File: config.mk
export PLATFORM = sky130hd
export DESIGN_NAME = fsp_serial_port
export DESIGN_NICKNAME = d
export VERILOG_FILES = /design/src/hdl/fsp_pkg.sv /design/src/hdl/fsp_serial_port.sv
export SDC_FILE = /design/constraint.sdc
export NUM_CORES = 1
export LEC_CHECK = 0
export ABC_AREA = 1
export BUFFER_PORTS_ARGS = -buffer_cell sky130_fd_sc_hd__buf_2
export CORE_ASPECT_RATIO = 0.75
export CORE_MARGIN = 4
export CORE_UTILIZATION = 40
export DETAILED_ROUTE_END_ITERATION = 8
export SETUP_SLACK_MARGIN = 0.5
export SYNTH_ARGS = -nofsm -noshare
export SYNTH_HDL_FRONTEND = slang
export SYNTH_SLANG_ARGS = --single-unit
File: constraint.sdc
create_clock -name pclk -period 5.4 [get_ports pclk]
set_input_delay 0 -clock pclk [delete_from_list [all_inputs] [get_ports pclk]]
set_output_delay 0 -clock pclk [all_outputs]
set_load 0.005 [all_outputs]
File: src/hdl/fsp_pkg.sv
// Constants, register map and state types of the four-mode serial port.
`default_nettype none
package fsp_pkg;
  localparam int unsigned ADDR_W = 8;
  localparam logic [7:0] OFF_CTRL = 8'h00;
  localparam logic [7:0] OFF_BUF = 8'h04;
  localparam logic [7:0] OFF_ADDR = 8'h08;
  // Control register field positions.
  localparam int unsigned B_RI = 0;
  localparam int unsigned B_TI = 1;
  localparam int unsigned B_RB8 = 2;
  localparam int unsigned B_TB8 = 3;
  localparam int unsigned B_REN = 4;
  localparam int unsigned B_SM2 = 5;
  localparam int unsigned B_MODE = 6;
  localparam int unsigned B_BAUD_DOUBLING_BIT = 8;
  localparam int unsigned B_FE = 9;
  localparam int unsigned B_TSEL = 10;
  localparam logic [15:0] ADDR_RST = 16'h0000;
  // Synchronous mode timing in clocks: period, data lead, clock low time.
  localparam logic [3:0] M0_PER_SLOW = 4'hc;
  localparam logic [3:0] M0_LEAD_SLOW = 4'h3;
  localparam logic [3:0] M0_LOW_SLOW = 4'h6;
  localparam logic [3:0] M0_PER_FAST = 4'h4;
  localparam logic [3:0] M0_LEAD_FAST = 4'h1;
  localparam logic [3:0] M0_LOW_FAST = 4'h2;
  localparam logic [3:0] M0_LAST_BIT = 4'h7;
  // Fixed-rate 16x tick: every 2 clocks (doubling on) or every 4 clocks.
  localparam logic [1:0] OSC_TOP_FAST = 2'h1;
  localparam logic [1:0] OSC_TOP_SLOW = 2'h3;
  localparam logic [3:0] DIV_LAST = 4'hf;
  localparam logic [3:0] SMP_A = 4'h7;
  localparam logic [3:0] SMP_C = 4'h9;
  localparam logic [3:0] BITS_TEN = 4'ha;
  localparam logic [3:0] BITS_ELEVEN = 4'hb;
  typedef enum logic [1:0] {
    MODE_SYNC = 2'b00, MODE_TEN = 2'b01, MODE_FIX = 2'b10, MODE_TMR = 2'b11
  } fsp_mode_t;
  typedef enum logic [1:0] {
    M0_IDLE = 2'b00, M0_TX = 2'b01, M0_RX = 2'b11
  } fsp_m0_t;
  typedef enum logic {
    RX_IDLE = 1'b0, RX_BITS = 1'b1
  } fsp_rx_t;
endpackage
`default_nettype wire

File: src/hdl/fsp_serial_port.sv
// Four-mode serial port with an APB register interface.
// Operation
// - Two-bit mode field picks sync 8-bit, async 10-bit, fixed 11-bit, timer 11-bit.
// - Buffer writes load transmit data; buffer reads return the separate receive data.
// - Mode 0 moves eight bits LSB first on data line; device drives shift clock.
// - Mode 0 rate is clock/12 with rate bit 0, clock/4 with it 1.
// - Data leads falling edge 1 clock, low 2; or lead 3, low 6.
// - Mode 0 buffer write shifts eight bits out, then sets transmit-done flag.
// - Mode 0 receive runs while enabled and receive flag clear; peer changes on fall.
// - Mode 0 receive flag set after last rising edge; holds off further reception.
// - Mode 1 frame: start 0, eight data LSB first, stop 1 into ninth flag.
// - Mode 1 bit rate is timer overflow over 16 or 32 by doubling bit.
// - Async transmit starts at first divider rollover after write; one bit per rollover.
// - Mode 1 transmit-done flag set at tenth rollover after the write.
// - Modes 2 and 3 transmit-done flag set at eleventh rollover after the write.
// - Receiver watches line at 16x; falling edge resets the divide-by-16 counter.
// - Each bit is majority of samples at divider states 7, 8 and 9.
// - A start bit sampled as 1 aborts reception and restarts edge search.
// - Frame stored and flag set only if flag clear and multiproc or stop allow.
// - Receiver resumes edge search in the middle of the stop bit.
// - Modes 2/3 frame: start, eight data, ninth bit from control, stop.
// - Mode 2 bit rate is a fixed clock fraction chosen by doubling bit.
// - Mode 3 equals mode 2 but with a timer-derived bit rate.
// - Baud tick may come from either of two timers.
// - Missing stop bit sets a sticky frame error flag cleared only by software.
// - Address match on masked bits, or against broadcast address (address OR mask).
//
// The APB slave port and the placing of the registers are this design's own decisions.
`default_nettype none
module fsp_serial_port (
  input  wire logic                        pclk,
  input  wire logic                        presetn,
  input  wire logic                        psel,
  input  wire logic                        penable,
  input  wire logic                        pwrite,
  input  wire logic [fsp_pkg::ADDR_W-1:0]  paddr,
  input  wire logic [31:0]                 pwdata,
  output var  logic [31:0]                 prdata,
  output var  logic                        pready,
  output var  logic                        pslverr,
  input  wire logic                        baud_tick_t1,
  input  wire logic                        baud_tick_t2,
  input  wire logic                        rxd_in,
  output var  logic                        rxd_out,
  output var  logic                        rxd_oe,
  output var  logic                        txd_out
);
  import fsp_pkg::*;

  function automatic logic maj3(input logic a, input logic b, input logic c);
    return (a & b) | (a & c) | (b & c);
  endfunction

  function automatic logic addr_hit(input logic [7:0] rx, input logic [7:0] sa,
                                    input logic [7:0] mk);
    logic [7:0] bc;
    bc = sa | mk;
    return (((rx ^ sa) & mk) == 8'h00) || (((rx ^ bc) & bc) == 8'h00);
  endfunction

  logic        ri_r, ti_r, rb8_r, tb8_r, ren_r, sm2_r, baud_doubling_bit_r, fe_r, tsel_r;
  fsp_mode_t   mode_r;
  logic [7:0]  slave_address_r, smask_r, rbuf_r;
  logic        rx_s1_r, rx_s2_r, rx_prev_r, half_r;
  logic [1:0]  osc_cnt_r;
  logic [3:0]  div_r;
  fsp_rx_t     rx_st_r;
  logic [3:0]  rbit_cnt_r;
  logic [1:0]  smp_r;
  logic [8:0]  rx_sh_r;
  logic        tx_pend_r, tx_busy_r;
  logic [10:0] tx_sh_r;
  logic [3:0]  tx_cnt_r;
  fsp_m0_t     m0_st_r;
  logic [3:0]  ph_r, m0_cnt_r;
  logic [7:0]  m0_sh_r;
  logic [31:0] prdata_nxt;
  logic        err_nxt;

  // APB decode: read data is captured in the setup cycle, so the slave
  // answers with no wait state while every output still comes from a flop.
  wire setup    = psel & ~penable;
  wire access   = psel & penable & pready;
  wire sel_ctrl = paddr == OFF_CTRL;
  wire sel_buf  = paddr == OFF_BUF;
  wire sel_addr = paddr == OFF_ADDR;
  wire wr_ctrl  = access & pwrite & sel_ctrl;
  wire wr_buf   = access & pwrite & sel_buf;
  wire wr_addr  = access & pwrite & sel_addr;
  wire [10:0] ctrl_rd = {tsel_r, fe_r, baud_doubling_bit_r, mode_r, sm2_r, ren_r, tb8_r, rb8_r, ti_r, ri_r};

  always_comb begin
    prdata_nxt = 32'h0000_0000;
    err_nxt = 1'b0;
    if (sel_ctrl) begin
      prdata_nxt = {21'h00_0000, ctrl_rd};
    end else if (sel_buf) begin
      prdata_nxt = {24'h00_0000, rbuf_r};
    end else if (sel_addr) begin
      prdata_nxt = {16'h0000, smask_r, slave_address_r};
    end else begin
      err_nxt = 1'b1;
    end
  end

  always_ff @(posedge pclk or negedge presetn) begin
    if (!presetn) begin
      pready  <= 1'b0;
      prdata  <= 32'h0000_0000;
      pslverr <= 1'b0;
    end else begin
      pready  <= setup;
      prdata  <= setup && !pwrite ? prdata_nxt : 32'h0000_0000;
      pslverr <= setup & err_nxt;
    end
  end

  wire async_m = mode_r != MODE_SYNC;
  wire [3:0] nbits = mode_r == MODE_TEN ? BITS_TEN : BITS_ELEVEN;

  // Baud tick at sixteen times the bit rate.
  wire t_tick   = tsel_r ? baud_tick_t2 : baud_tick_t1;
  wire [1:0] osc_top = baud_doubling_bit_r ? OSC_TOP_FAST : OSC_TOP_SLOW;
  wire osc_tick = osc_cnt_r == osc_top;
  wire tmr_tick = t_tick & (baud_doubling_bit_r | half_r);
  wire tick     = mode_r == MODE_FIX ? osc_tick : tmr_tick;

  always_ff @(posedge pclk or negedge presetn) begin
    if (!presetn) begin
      osc_cnt_r <= 2'h0;
      half_r    <= 1'b0;
      rx_s1_r   <= 1'b1;
      rx_s2_r   <= 1'b1;
      rx_prev_r <= 1'b1;
    end else begin
      osc_cnt_r <= osc_tick ? 2'h0 : osc_cnt_r + 2'h1;
      half_r    <= t_tick ? ~half_r : half_r;
      rx_s1_r   <= rxd_in;
      rx_s2_r   <= rx_s1_r;
      rx_prev_r <= tick ? rx_s2_r : rx_prev_r;
    end
  end

  // Asynchronous receiver.
  wire rx_idle  = rx_st_r == RX_IDLE;
  wire fall     = tick & rx_prev_r & ~rx_s2_r;
  wire rx_start = async_m & ren_r & rx_idle & fall;
  wire roll     = tick & (div_r == DIV_LAST) & ~rx_start;
  wire in_smp   = (div_r >= SMP_A) && (div_r < SMP_C);
  wire bit_done = tick & ~rx_idle & (div_r == SMP_C);
  wire bit_val  = maj3(smp_r[1], smp_r[0], rx_s2_r);
  wire is_start = rbit_cnt_r == 4'h0;
  wire is_last  = rbit_cnt_r == nbits - 4'h1;
  wire rx_abort = bit_done & is_start & bit_val;
  wire [8:0] frame = mode_r == MODE_TEN ? {bit_val, rx_sh_r[8:1]} : rx_sh_r;
  wire addr_ok  = addr_hit(frame[7:0], slave_address_r, smask_r);
  wire accept   = ~ri_r & (~sm2_r | (frame[8] & addr_ok));
  wire frm_end  = bit_done & is_last;
  wire rx_load  = frm_end & accept;
  wire fe_set   = frm_end & ~bit_val;
  wire do_shift = bit_done & ~is_start & (mode_r == MODE_TEN | ~is_last);

  always_ff @(posedge pclk or negedge presetn) begin
    if (!presetn) begin
      div_r      <= 4'h0;
      rx_st_r    <= RX_IDLE;
      rbit_cnt_r <= 4'h0;
      smp_r      <= 2'h0;
      rx_sh_r    <= 9'h000;
    end else begin
      if (rx_start) begin
        div_r <= 4'h0;
      end else if (tick) begin
        div_r <= div_r + 4'h1;
      end
      if (tick && in_smp) begin
        smp_r <= {smp_r[0], rx_s2_r};
      end
      if (do_shift) begin
        rx_sh_r <= {bit_val, rx_sh_r[8:1]};
      end
      if (rx_start) begin
        rx_st_r    <= RX_BITS;
        rbit_cnt_r <= 4'h0;
      end else if (rx_abort || frm_end || !async_m) begin
        rx_st_r <= RX_IDLE;
      end else if (bit_done) begin
        rbit_cnt_r <= rbit_cnt_r + 4'h1;
      end
    end
  end

  // Synchronous mode engine; the phase counter spans one shift period.
  wire [3:0] m0_per  = sm2_r ? M0_PER_FAST : M0_PER_SLOW;
  wire [3:0] m0_lead = sm2_r ? M0_LEAD_FAST : M0_LEAD_SLOW;
  // New data goes out at the wrap, so the clock falls lead clocks after it.
  wire [3:0] m0_fall = m0_lead - 4'h1;
  wire [3:0] m0_rise = m0_fall + (sm2_r ? M0_LOW_FAST : M0_LOW_SLOW);
  wire m0_wrap  = ph_r == m0_per - 4'h1;
  wire m0_done  = m0_st_r != M0_IDLE && m0_wrap && m0_cnt_r == M0_LAST_BIT;
  wire m0_go_tx = !async_m && m0_st_r == M0_IDLE && wr_buf;
  wire m0_go_rx = !async_m && m0_st_r == M0_IDLE && !wr_buf && ren_r && !ri_r;
  wire m0_ti    = m0_done && m0_st_r == M0_TX;
  wire m0_ri    = m0_done && m0_st_r == M0_RX;

  always_ff @(posedge pclk or negedge presetn) begin
    if (!presetn) begin
      m0_st_r  <= M0_IDLE;
      ph_r     <= 4'h0;
      m0_cnt_r <= 4'h0;
      m0_sh_r  <= 8'h00;
      rxd_out  <= 1'b1;
      rxd_oe   <= 1'b0;
    end else if (async_m) begin
      m0_st_r <= M0_IDLE;
      rxd_oe  <= 1'b0;
    end else if (m0_go_tx || m0_go_rx) begin
      m0_st_r  <= m0_go_tx ? M0_TX : M0_RX;
      ph_r     <= 4'h0;
      m0_cnt_r <= 4'h0;
      m0_sh_r  <= pwdata[7:0];
      rxd_out  <= pwdata[0];
      rxd_oe   <= m0_go_tx;
    end else if (m0_st_r != M0_IDLE) begin
      ph_r <= m0_wrap ? 4'h0 : ph_r + 4'h1;
      if (m0_st_r == M0_RX && ph_r == m0_rise) begin
        m0_sh_r <= {rx_s2_r, m0_sh_r[7:1]};
      end
      if (m0_done) begin
        m0_st_r <= M0_IDLE;
        rxd_oe  <= 1'b0;
      end else if (m0_wrap) begin
        m0_cnt_r <= m0_cnt_r + 4'h1;
        if (m0_st_r == M0_TX) begin
          m0_sh_r <= {1'b0, m0_sh_r[7:1]};
          rxd_out <= m0_sh_r[1];
        end
      end
    end
  end

  // Asynchronous transmitter paced by divider rollovers; the pin also
  // carries the shift clock in synchronous mode.
  wire tx_last = tx_busy_r && tx_cnt_r == nbits - 4'h1;
  wire a_ti    = roll && tx_last;
  wire ninth   = mode_r == MODE_TEN ? 1'b1 : tb8_r;

  always_ff @(posedge pclk or negedge presetn) begin
    if (!presetn) begin
      tx_pend_r <= 1'b0;
      tx_busy_r <= 1'b0;
      tx_sh_r   <= 11'h7ff;
      tx_cnt_r  <= 4'h0;
      txd_out   <= 1'b1;
    end else if (!async_m) begin
      tx_pend_r <= 1'b0;
      tx_busy_r <= 1'b0;
      if (m0_st_r == M0_IDLE || m0_done || ph_r == m0_rise) begin
        txd_out <= 1'b1;
      end else if (ph_r == m0_fall) begin
        txd_out <= 1'b0;
      end
    end else begin
      if (wr_buf) begin
        tx_pend_r <= 1'b1;
        tx_sh_r   <= {1'b1, ninth, pwdata[7:0], 1'b0};
      end else if (roll && !tx_busy_r && tx_pend_r) begin
        tx_pend_r <= 1'b0;
      end
      if (roll && tx_busy_r) begin
        txd_out   <= tx_sh_r[tx_cnt_r];
        tx_cnt_r  <= tx_cnt_r + 4'h1;
        tx_busy_r <= !tx_last;
      end else if (roll && tx_pend_r) begin
        txd_out   <= 1'b0;
        tx_cnt_r  <= 4'h1;
        tx_busy_r <= 1'b1;
      end
    end
  end

  // Control and address registers; a hardware set wins over a clear.
  always_ff @(posedge pclk or negedge presetn) begin
    if (!presetn) begin
      ri_r <= 1'b0;
      ti_r <= 1'b0;
      rb8_r <= 1'b0;
      tb8_r <= 1'b0;
      ren_r <= 1'b0;
      sm2_r <= 1'b0;
      baud_doubling_bit_r <= 1'b0;
      fe_r <= 1'b0;
      tsel_r <= 1'b0;
      mode_r <= MODE_SYNC;
      slave_address_r <= ADDR_RST[7:0];
      smask_r <= ADDR_RST[15:8];
      rbuf_r <= 8'h00;
    end else begin
      ri_r <= rx_load | m0_ri | (wr_ctrl ? pwdata[B_RI] : ri_r);
      ti_r <= a_ti | m0_ti | (wr_ctrl ? pwdata[B_TI] : ti_r);
      fe_r <= fe_set | (wr_ctrl ? pwdata[B_FE] : fe_r);
      if (rx_load) begin
        rb8_r <= frame[8];
      end else if (wr_ctrl) begin
        rb8_r <= pwdata[B_RB8];
      end
      if (rx_load) begin
        rbuf_r <= frame[7:0];
      end else if (m0_ri) begin
        rbuf_r <= m0_sh_r;
      end
      if (wr_ctrl) begin
        tb8_r <= pwdata[B_TB8];
        ren_r <= pwdata[B_REN];
        sm2_r <= pwdata[B_SM2];
        mode_r <= fsp_mode_t'(pwdata[B_MODE+:2]);
        baud_doubling_bit_r <= pwdata[B_BAUD_DOUBLING_BIT];
        tsel_r <= pwdata[B_TSEL];
      end
      if (wr_addr) begin
        slave_address_r <= pwdata[7:0];
        smask_r <= pwdata[15:8];
      end
    end
  end
endmodule
`default_nettype wire

### Word level (Yosys, flattened, before mapping)

Index checks and enable logic that the tools add are counted.

| operators by class | value |
|---|---|
| add/sub/neg operators | 10 |
| multipliers | 0 |
| div/mod/pow operators | 0 |
| $lt $le $gt $ge | 3 |
| eq/ne operators | 19 |
| shifts and indexed selects | 0 |
| multiplexer cells | 73 |
| bitwise logic cells | 56 |
| reduce and logical (&&, ||, !) cells | 58 |

Operators by type and width:

| cell | number |
|---|---|
| 2-to-1 mux 32 bit | 3 |
| 2-to-1 mux 8 bit | 8 |
| 2-to-1 mux 4 bit | 15 |
| 2-to-1 mux 1 bit | 35 |
| AND 1 bit | 30 |
| zero test 8 bit | 3 |
| nonzero test 2 bit | 11 |
| adder 4 x 1 -> 4 bit (second input constant) | 5 |
| equality test 4 bit | 5 |
| logical AND 1 bit | 19 |
| AND 8 bit | 2 |
| 2-to-1 mux 16 bit | 1 |
| 2-to-1 mux 2 bit | 8 |
| XOR 8 bit | 2 |
| AND reduction 2 bit | 6 |
| NOT 1 bit | 11 |
| OR 1 bit | 10 |
| 2-to-1 mux 9 bit | 1 |
| nonzero test 3 bit | 3 |
| equality test 4 bit (second input constant) | 2 |
| equality test 8 x 3 -> 1 bit (second input constant) | 1 |
| equality test 8 x 4 -> 1 bit (second input constant) | 1 |
| OR 8 bit | 1 |
| subtractor 4 x 1 -> 4 bit (second input constant) | 2 |
| other kinds (22) | 34 |

| storage, ports and cells | value |
|---|---|
| register bits | 132 |
| latch bits | 0 |
| bits in writable memories | 0 |
| ROM bits | 0 |
| input port bits | 48 |
| output and inout port bits | 37 |
| word-level logic and storage cells | 256 |
| memories kept | 0 |

### Logic depth before layout (Yosys ltp)

Gate-level depths: netlist of run 1.

| depth | value |
|---|---|
| depth after elaboration | 14 |
| depth in mapped cells | 16 |
| mapped depth without buffers | 15 |

### Worst setup path after synthesis of run 1

Ideal clock, no wire load.

| timing path | value |
|---|---|
| path kind | reg2reg |
| from | register mode_r[1] |
| to | register rbuf_r[0] |
| setup time | 0.117 ns |
| arrival time | 1.696 ns |
| data required time | 5.283 ns |
| path slack | 3.587 ns |
| stages on the path, launching flop included | 12 |
| buffers on the path | 2 |
| period minus slack after synthesis | 1.813 ns |
| path through | dfrtp_1 -> inv_2 -> nand2_2 -> buf_4 -> o21ai_0 -> nand3_1 -> or2_4 -> nor2_8 -> nand2_4 -> buf_6 -> nand3_1 -> nand2_1 |

| between the ends | value |
|---|---|
| word-level cells in the longest chain between the ends | 11 |
| elaborated cells on any way between the ends | 23 |
| those cells by class | add/sub: 1; eq/ne: 3; mux: 4; bitwise: 11; reduce/logical: 4 |

Ends and longest elaborated chain:

| item | RTL line | text |
|---|---|---|
| start, declared | fsp_serial_port.sv:62 | `fsp_mode_t mode_r;` |
| start signal, assigned | fsp_serial_port.sv:316 | `mode_r <= fsp_mode_t'(pwdata[B_MODE+:2]);` |
| equality test 2 x 1 -> 1 bit | fsp_serial_port.sv:119, fsp_serial_port.sv:155 |  |
| 2-to-1 mux 9 bit | fsp_serial_port.sv:155 | `wire [8:0] frame = mode_r == MODE_TEN ? {bit_val, rx_sh_r[8:1]} : rx_sh_r;` |
| XOR 8 bit | fsp_serial_port.sv:58 | `return (((rx ^ sa) & mk) == 8'h00) \|\| (((rx ^ bc) & bc) == 8'h00);` |
| AND 8 bit | fsp_serial_port.sv:58 |  |
| zero test 8 bit | fsp_serial_port.sv:58 |  |
| logical OR 1 bit | fsp_serial_port.sv:58 |  |
| AND 1 bit | fsp_serial_port.sv:157 | `wire accept = ~ri_r & (~sm2_r \| (frame[8] & addr_ok));` |
| OR 1 bit | fsp_serial_port.sv:157 |  |
| AND 1 bit | fsp_serial_port.sv:157 |  |
| AND 1 bit | fsp_serial_port.sv:159 | `wire rx_load = frm_end & accept;` |
| 2-to-1 mux 8 bit / nonzero test 2 bit (equally long branches) | -- |  |
| end signal, assigned | fsp_serial_port.sv:308 | `rbuf_r <= frame[7:0];` |
| end signal, assigned | fsp_serial_port.sv:310 | `rbuf_r <= m0_sh_r;` |
| end, declared | fsp_serial_port.sv:63 | `logic [7:0] slave_address_r, smask_r, rbuf_r;` |

Parallel ways exist; a longest one is shown, timed or not.
A chain may end at the register's enable or synchronous reset.

### Worst setup path after layout of run 1

| timing path | value |
|---|---|
| from | register mode_r[0] |
| to | register rbuf_r[3] |

Same word-level chain as after synthesis.

==> results.json, run 1 <==
{
  "ctsResizeCount": 0,
  "fmax_mhz": 353,
  "status": "completed",
  "die_x_um": 149,
  "fillers": 1419,
  "power_density_nw_per_um2": 370,
  "antenna_found_initial": 0,
  "fp.coreArea_um2": 14600,
  "finalNetCount": 879,
  "grt-ovfl-total": 0,
  "ir_worst_vdd_mv": 0.263,
  "crit_arrival_ns": 3.13,
  "worstHoldStart": "paddr[3]",
  "clock_path_buffers": 2,
  "wl_um": 15700,
  "timing.rr.start": "mode_r[0]",
  "row_count": 38,
  "p_seq_frac": 0.416,
  "min_path_type": "input port to flop",
  "period_minus_slack_ns": 2.83,
  "cp-end-kind": "flop",
  "hold_violations": 0,
  "finalWeightedCongestion": 0.895,
  "maxSlewViolCount": 0,
  "switching_share": 0.279,
  "numCtsBuffers": 17,
  "drtIter0Drc": 435,
  "ioPinCount": 85,
  "dieArea_um2": 17000,
  "final_area_um2": 7200,
  "worst_pin_slew_ns": 1.19,
  "grt_usage": 0.191,
  "drv_cap": 0,
  "finalNonFillerCells": 1036,
  "grt_max_degree": 60,
  "synthCells": 746,
  "place_ws_ns": 2.66,
  "fin_crit_sh": 0.525,
  "final_common_cell": "nand2_1",
  "insertion_delay_ns": 0.42,
  "drcViolationCount": 0,
  "dr.pass1.iters": 5,
  "cts-root-buf": "clkbuf_16",
  "rsz0062_at_grt": "false",
  "dp_hpwl_um": 11100,
  "worstSetupPathType": "flop to flop",
  "port_buffers": 52,
  "antennaDiodeCount": 0,
  "synth_seq_area_share": 0.487,
  "initial_core_util": 0.411,
  "clk_pin_slew_ns": 0.06,
  "critPathMaxFanout": 21,
  "wl_per_cell_um": 15.2,
  "grt_pass1_wl_um": 25300,
  "grt_pass1_vias": 4728,
  "num_vias": 5220,
  "p_int_mw": 1.92,
  "syn_avg_cell_area_um2": 8.04,
  "cts_tree": "built",
  "synth_top_area_frac": 0.421,
  "power.leakage_nw": 3.50,
  "multi_input_area_um2": 2610,
  "cts_setup_buffers": 0,
  "synthTopCellsByArea": "dfrtp_1 (42%), nand2_1 (12%), nand3_1 (7.0%)",
  "setup_viol": 0,
  "die_y_um": 114,
  "drt.antenna.violating_nets": 0,
  "syn-cell-area_um2": 6000,
  "cts.sinks": 116,
  "synth.distinct_cells": 42,
  "critPathRequiredTime_ns": 5.70,
  "cp-start-kind": "flop",
  "final_cell_mix": "nand2_1 (185), dfrtp_1 (101), nand3_1 (84)",
  "fin_ws_ns": 2.57,
  "p_switching_uw": 743,
  "post_dp_cell_area_um2": 6350,
  "pwr-share-clk": 0.437,
  "fin_skew_ns": 0.0101,
  "drive_above_1_share": 0.145,
  "yosys_warnings": 0,
  "syn2layout_area_growth_pct": 20.0,
  "p_comb_frac": 0.147,
  "yosysTopAreaCell": "dfrtp_1",
  "ys_seq_elements": 116,
  "setup_tns_ns": 0,
  "placed_cells": 980,
  "seq_area_um2": 2920,
  "viasPerCell": 5.04,
  "slew_headroom": 0.198,
  "crit_path_start": "mode_r[0]",
  "cts_max_level": 4
}
## state kept, by name (all words and copies together) (netlist names), 4 cells and up
name             cells
rx_sh_r              9
m0_sh_r              8
m0_cnt_r             4
rbuf_r               8
rbit_cnt_r           4
div_r                4
ph_r                 4
tx_sh_r             10
smask_r              8
slave_address_r      8
prdata              16
tx_cnt_r             4
## power by group through the flow
stage,logic (mW),clock network [mW],registers [mW]
detailed placement,0.376,0,1.12
global route,0.463,1.22,1.13
floorplan,0.280,0,1.09
finish,0.391,1.17,1.11
CTS,0.395,1.18,1.11
global placement,0.357,0,1.11
## cell usage after synthesis
cell	n
a21boi_0	2
a21oi_1	28
a22oi_1	1
a31oi_1	1
and2_1	1
and3_1	1
buf_2	2
buf_4	19
buf_6	3
clkbuf_1	10
conb_1	1
dfrtp_1	101
dfstp_2	15
ha_1	8
inv_1	77
inv_2	4
mux2_2	5
nand2_1	185
nand2_2	5
nand2_4	2
nand3_1	84
nand3b_1	4
nand4_1	5
nor2_1	45
nor2_2	2
nor2_4	1
nor2_8	1
nor3_1	14
nor3b_1	5
nor4_1	1
nor4_2	1
o211ai_1	6
o21a_1	3
o21ai_0	82
o21ai_1	4
o21ai_2	1
o221ai_1	5
o22ai_1	2
or2_2	1
or2_4	1
xnor2_1	2
xor2_1	5
## cells by family (layout without fill, tap and decap cells)
group	Yosys count	after routing	synth area share
AO/OA/AOI/OAI	135	135	0.122
multiplexers	5	5	0.00938
buffers and inverters	115	190	0.0880
other	1	16	0.000625
AND/OR/NAND/NOR	359	359	0.266
adder cells (fa/ha/maj)	8	8	0.0167
XOR/XNOR	7	7	0.0102
flip-flops	116	116	0.487
## repair_timing
action	in CTS	in global routing
hold buffers	24	0
setup endpoints to repair	0	0
endpoints found under the hold margin	103	0
## path summary, 6_finish.rpt
kind	cells past startpoint	endpoint	slack [ns]
setup / recovery	10	rbuf_r[3]	2.57
hold / removal	5	prdata[7]	0.05
setup reg to reg	10	rbuf_r[3]	2.57
hold reg to reg	0	rx_s2_r	0.36
max in group asynchronous	3	rx_sh_r[2]	3.94
min in group asynchronous	2	prdata[14]	0.18
## worst max-delay path, cell delays in order, from the launching register on
cell and delay (ns):
dfrtp_1 0.85, nand2_2 0.44, nand2_1 0.17, a21boi_0 0.52, inv_1 0.12, nand2_2 0.11, nand2_4 0.09, nand2_4 0.21
nand2_1 0.08, nand2_1 0.07, nand2_1 0.06
## layout make-up
class                           instances  area share
Timing Repair Buffer                   77      0.0709
Multi-Input combinational cell        530       0.362
Clock inverter                          9      0.0177
Inverter                               81      0.0422
Tap cell                              200      0.0348
Sequential cell                       116       0.406
Clock buffer                           23      0.0664
## stage by stage
stage / total power [mW] / hold WS [ns] / utilization
2_1_floorplan: 1.37 / -0.296 / -
3_3_place_gp: 1.47 / 0.106 / 0.435
3_5_place_dp: 1.50 / 0.106 / 0.435
4_1_cts: 2.68 / 0.0349 / 0.493
5_1_grt: 2.81 / 0.0805 / 0.493
6_report: 2.66 / 0.0537 / 0.493
## layer usage
layer	routed length [µm]	GRT usage	vias to the layer above
met3	860	0.0348	13
li1	-	-	2580
met1	7980	0.291	2486
met5	0	0	-
met2	6660	0.278	141
met4	193	0.0561	0
No activity file was read; power rests on OpenSTA's default activity.
==> run 2: changes to the inputs <==
--- a/config.mk
+++ b/config.mk
@@ -5,7 +5,7 @@
 export SDC_FILE = /design/constraint.sdc
 export NUM_CORES = 1
 export LEC_CHECK = 0
-export ABC_AREA = 1
+export ABC_AREA = 0
 export BUFFER_PORTS_ARGS = -buffer_cell sky130_fd_sc_hd__buf_2
 export CORE_ASPECT_RATIO = 0.75
 export CORE_MARGIN = 4
==> constraint.sdc (replaced) <==
create_clock -name pclk -period 2.8 [get_ports pclk]
set_input_delay 0 -clock pclk [delete_from_list [all_inputs] [get_ports pclk]]
set_output_delay 0 -clock pclk [all_outputs]
set_load 0.005 [all_outputs]
==> results.json, run 2 <==
{
  "status": "completed",
  "syn-cell-area_um2": 5930,
  "drt.antenna.violating_nets": 0,
  "antenna_found_initial": 0,
  "grt_pass1_wl_um": 23400,
  "synth_seq_area_share": 0.493,
  "slew_headroom": 0.446,
  "largest_register_ffs": 16,
  "clk_pin_slew_ns": 0.05,
  "finalNonFillerCells": 839,
  "place_ws_ns": 0.311,
  "hold_path_end": "half_r",
  "synthArstFlopShare": 1.00,
  "ir_worst_vdd_mv": 0.460,
  "yosysTopAreaCell": "dfrtp_1",
  "final_area_um2": 7330,
  "final_common_cell": "dfrtp_1",
  "fp.coreArea_um2": 14500,
  "dp_hpwl_um": 10200,
  "min_path_type": "input port to flop",
  "grt_pass1_vias": 4387,
  "finish.utilization": 0.506,
  "synthTopCellsByCount": "dfrtp_1 (101), mux2_2 (44), nand2_1 (43), mux2i_1 (38), nor2_1 (35)",
  "crit_slowest_cell": "dfrtp_1",
  "worstSetupPathType": "flop to flop",
  "dr.pass1.iters": 6,
  "yosys_warnings": 0,
  "fin_ws_ns": 0.555,
  "final_cell_mix": "dfrtp_1 (101), buf_2 (51), mux2_2 (44)",
  "reg2reg_to": "rbuf_r[7]",
  "finalNetCount": 682,
  "timing.rr.start": "mode_r[0]",
  "cts-root-buf": "clkbuf_16",
  "num_vias": 4349,
  "synth_top_area_frac": 0.427,
  "fmax_mhz": 445,
  "die_y_um": 113,
  "grt-ovfl-total": 0,
  "drtIter0Drc": 245,
  "crit_path_frequent_cell": "mux2i_1",
  "fin_skew_ns": 0.00760,
  "wl_um": 14100,
  "post_dp_cell_area_um2": 6430,
  "drv_cap": 0,
  "initial_core_util": 0.409,
  "ys_seq_elements": 116,
  "antennaDiodeCount": 0,
  "critPathMaxFanout": 10,
  "ioPinCount": 85,
  "rsz0062_at_grt": "true",
  "synthCells": 530,
  "critPathRequiredTime_ns": 3.13,
  "placed_cells": 780,
  "drcViolationCount": 0,
  "cp-start-kind": "flop",
  "synth-edff-count": 0,
  "syn2layout_area_growth_pct": 23.7,
  "worst-r2r-cell-count": 9,
  "cp-end-kind": "flop",
  "cp_cell_sequence": "nand2b_4 -> mux2i_1 -> buf_4 -> mux2i_1 -> a2111oi_4 -> a21oi_2 -> a21oi_4 -> buf_12 -> mux2i_1",
  "hold_depth": 3,
  "period_minus_slack_ns": 2.25,
  "cts.sinks": 116,
  "maxSlewViolCount": 0,
  "cts_tree": "built",
  "row_count": 38,
  "drive_above_1_share": 0.297,
  "worst_pin_slew_ns": 0.810,
  "r2r_slack_ns": 0.55,
  "port_buffers": 52,
  "clock_path_buffers": 2,
  "cts_max_level": 4,
  "die_x_um": 149,
  "synth.distinct_cells": 66,
  "dieArea_um2": 16800,
  "fin_crit_sh": 0.802,
  "crit_arrival_ns": 2.57,
  "setup_viol": 0,
  "hold_violations": 0,
  "finalWeightedCongestion": 0.827,
  "worstHoldStart": "baud_tick_t1",
  "ys.flop_type": "dfrtp_1",
  "viasPerCell": 5.18,
  "slowest_delay_ns": 0.41,
  "synthTopCellsByArea": "dfrtp_1 (43%), mux2_2 (8.4%), dfstp_2 (6.7%)",
  "setup_tns_ns": 0,
  "power_density_nw_per_um2": 669,
  "power.leakage_nw": 3.45,
  "grt_max_degree": 64,
  "grt_usage": 0.178,
  "synth_most_common_cell": "dfrtp_1",
  "syn_avg_cell_area_um2": 11.2,
  "insertion_delay_ns": 0.41,
  "wl_per_cell_um": 16.8,
  "top_register": "prdata",
  "numCtsBuffers": 17,
  "top_regs": "prdata: 16 flops, tx_sh_r: 10 flops, rx_sh_r: 9 flops"
}
## run 2: changes by cell type in the layout (fill, tap and decap cells not counted), moves of 36 or more
cell,delta
nand3_1,-72
mux2_2,+39
o21ai_0,-69
nand2_1,-142
mux2i_1,+36
inv_1,-67
## run 2: worst max path at each step
stage / startpoint / endpoint / slack [ns] / cells after the start
2_1_floorplan: mode_r[1] / rbuf_r[0] / 0.55 / 7
3_3_place_gp: mode_r[0] / rbuf_r[4] / 0.42 / 7
3_5_place_dp: mode_r[0] / rbuf_r[0] / 0.31 / 7
4_1_cts: mode_r[0] / rbuf_r[7] / 0.51 / 8
5_1_grt: mode_r[0] / rbuf_r[4] / 0.40 / 9
6_report: mode_r[0] / rbuf_r[7] / 0.55 / 9
## run 2: area by class of cell
type / instances / area (µm²)
clock inverter: 4 / 45.0
tap: 200 / 250
sequential: 116 / 2920
timing repair buffer: 97 / 687
inverter: 10 / 37.5
clock buffer: 28 / 527
multi-input combinational: 384 / 2860
fill: 1312 / 7170
## run 2: routing by layer
metal  wire length (µm)  part of all wire  GRT usage  up-vias
met3                993             0.070     0.0461       19
met5                  0                 0          0        -
met1               6840              0.48      0.266     2133
met2               6070              0.43      0.254      121
met4                220             0.016     0.0566        0
li1                   -                 -          -     2076
## run 2: cell families after synthesis
logic type,after synthesis,synth area share
xor gates and xnor gates,11,0.0163
and+or+nand+nor,177,0.159
DFF,116,0.493
other,1,0.000633
adders and majority gates,9,0.0186
muxes,85,0.158
AOI/OAI and AO/OA,86,0.112
buffers and inverters,45,0.0422
## run 2: worst max-delay path: cells and delay by family, from the launching register on
| family | cells | cell delay [ns] |
|---|---|---|
| AOI/OAI and AO/OA | 3 | 0.68 |
| buffers and inverters | 2 | 0.32 |
| DFF | 1 | 0.41 |
| muxes | 3 | 0.54 |
| and+or+nand+nor | 1 | 0.20 |
## run 2: timing repair
action,CTS,global route
endpoints found under the hold margin,93,0
pin swaps,1,2
endpoints found under the setup margin,25,39
hold buffers,23,0
gates cloned,0,0
buffers inserted,1,3
resized for setup,3,12
## run 2: stage by stage
step / total power, mW / hold slack [ns]
after global placement: 2.76 / 0.0923
after detailed placement: 2.81 / 0.0971
after global routing: 5.18 / 0.0423
after CTS: 4.93 / 0.0124
after floorplan: 2.57 / -0.296
final: 4.90 / 0.0238
## run 2: power by group
group / switching, mW / total (mW) / internal, mW
Combinational: 0.355 / 0.691 / 0.336
Sequential: 0.237 / 2.14 / 1.90
Clock: 0.716 / 2.07 / 1.36
Total: 1.31 / 4.90 / 3.60
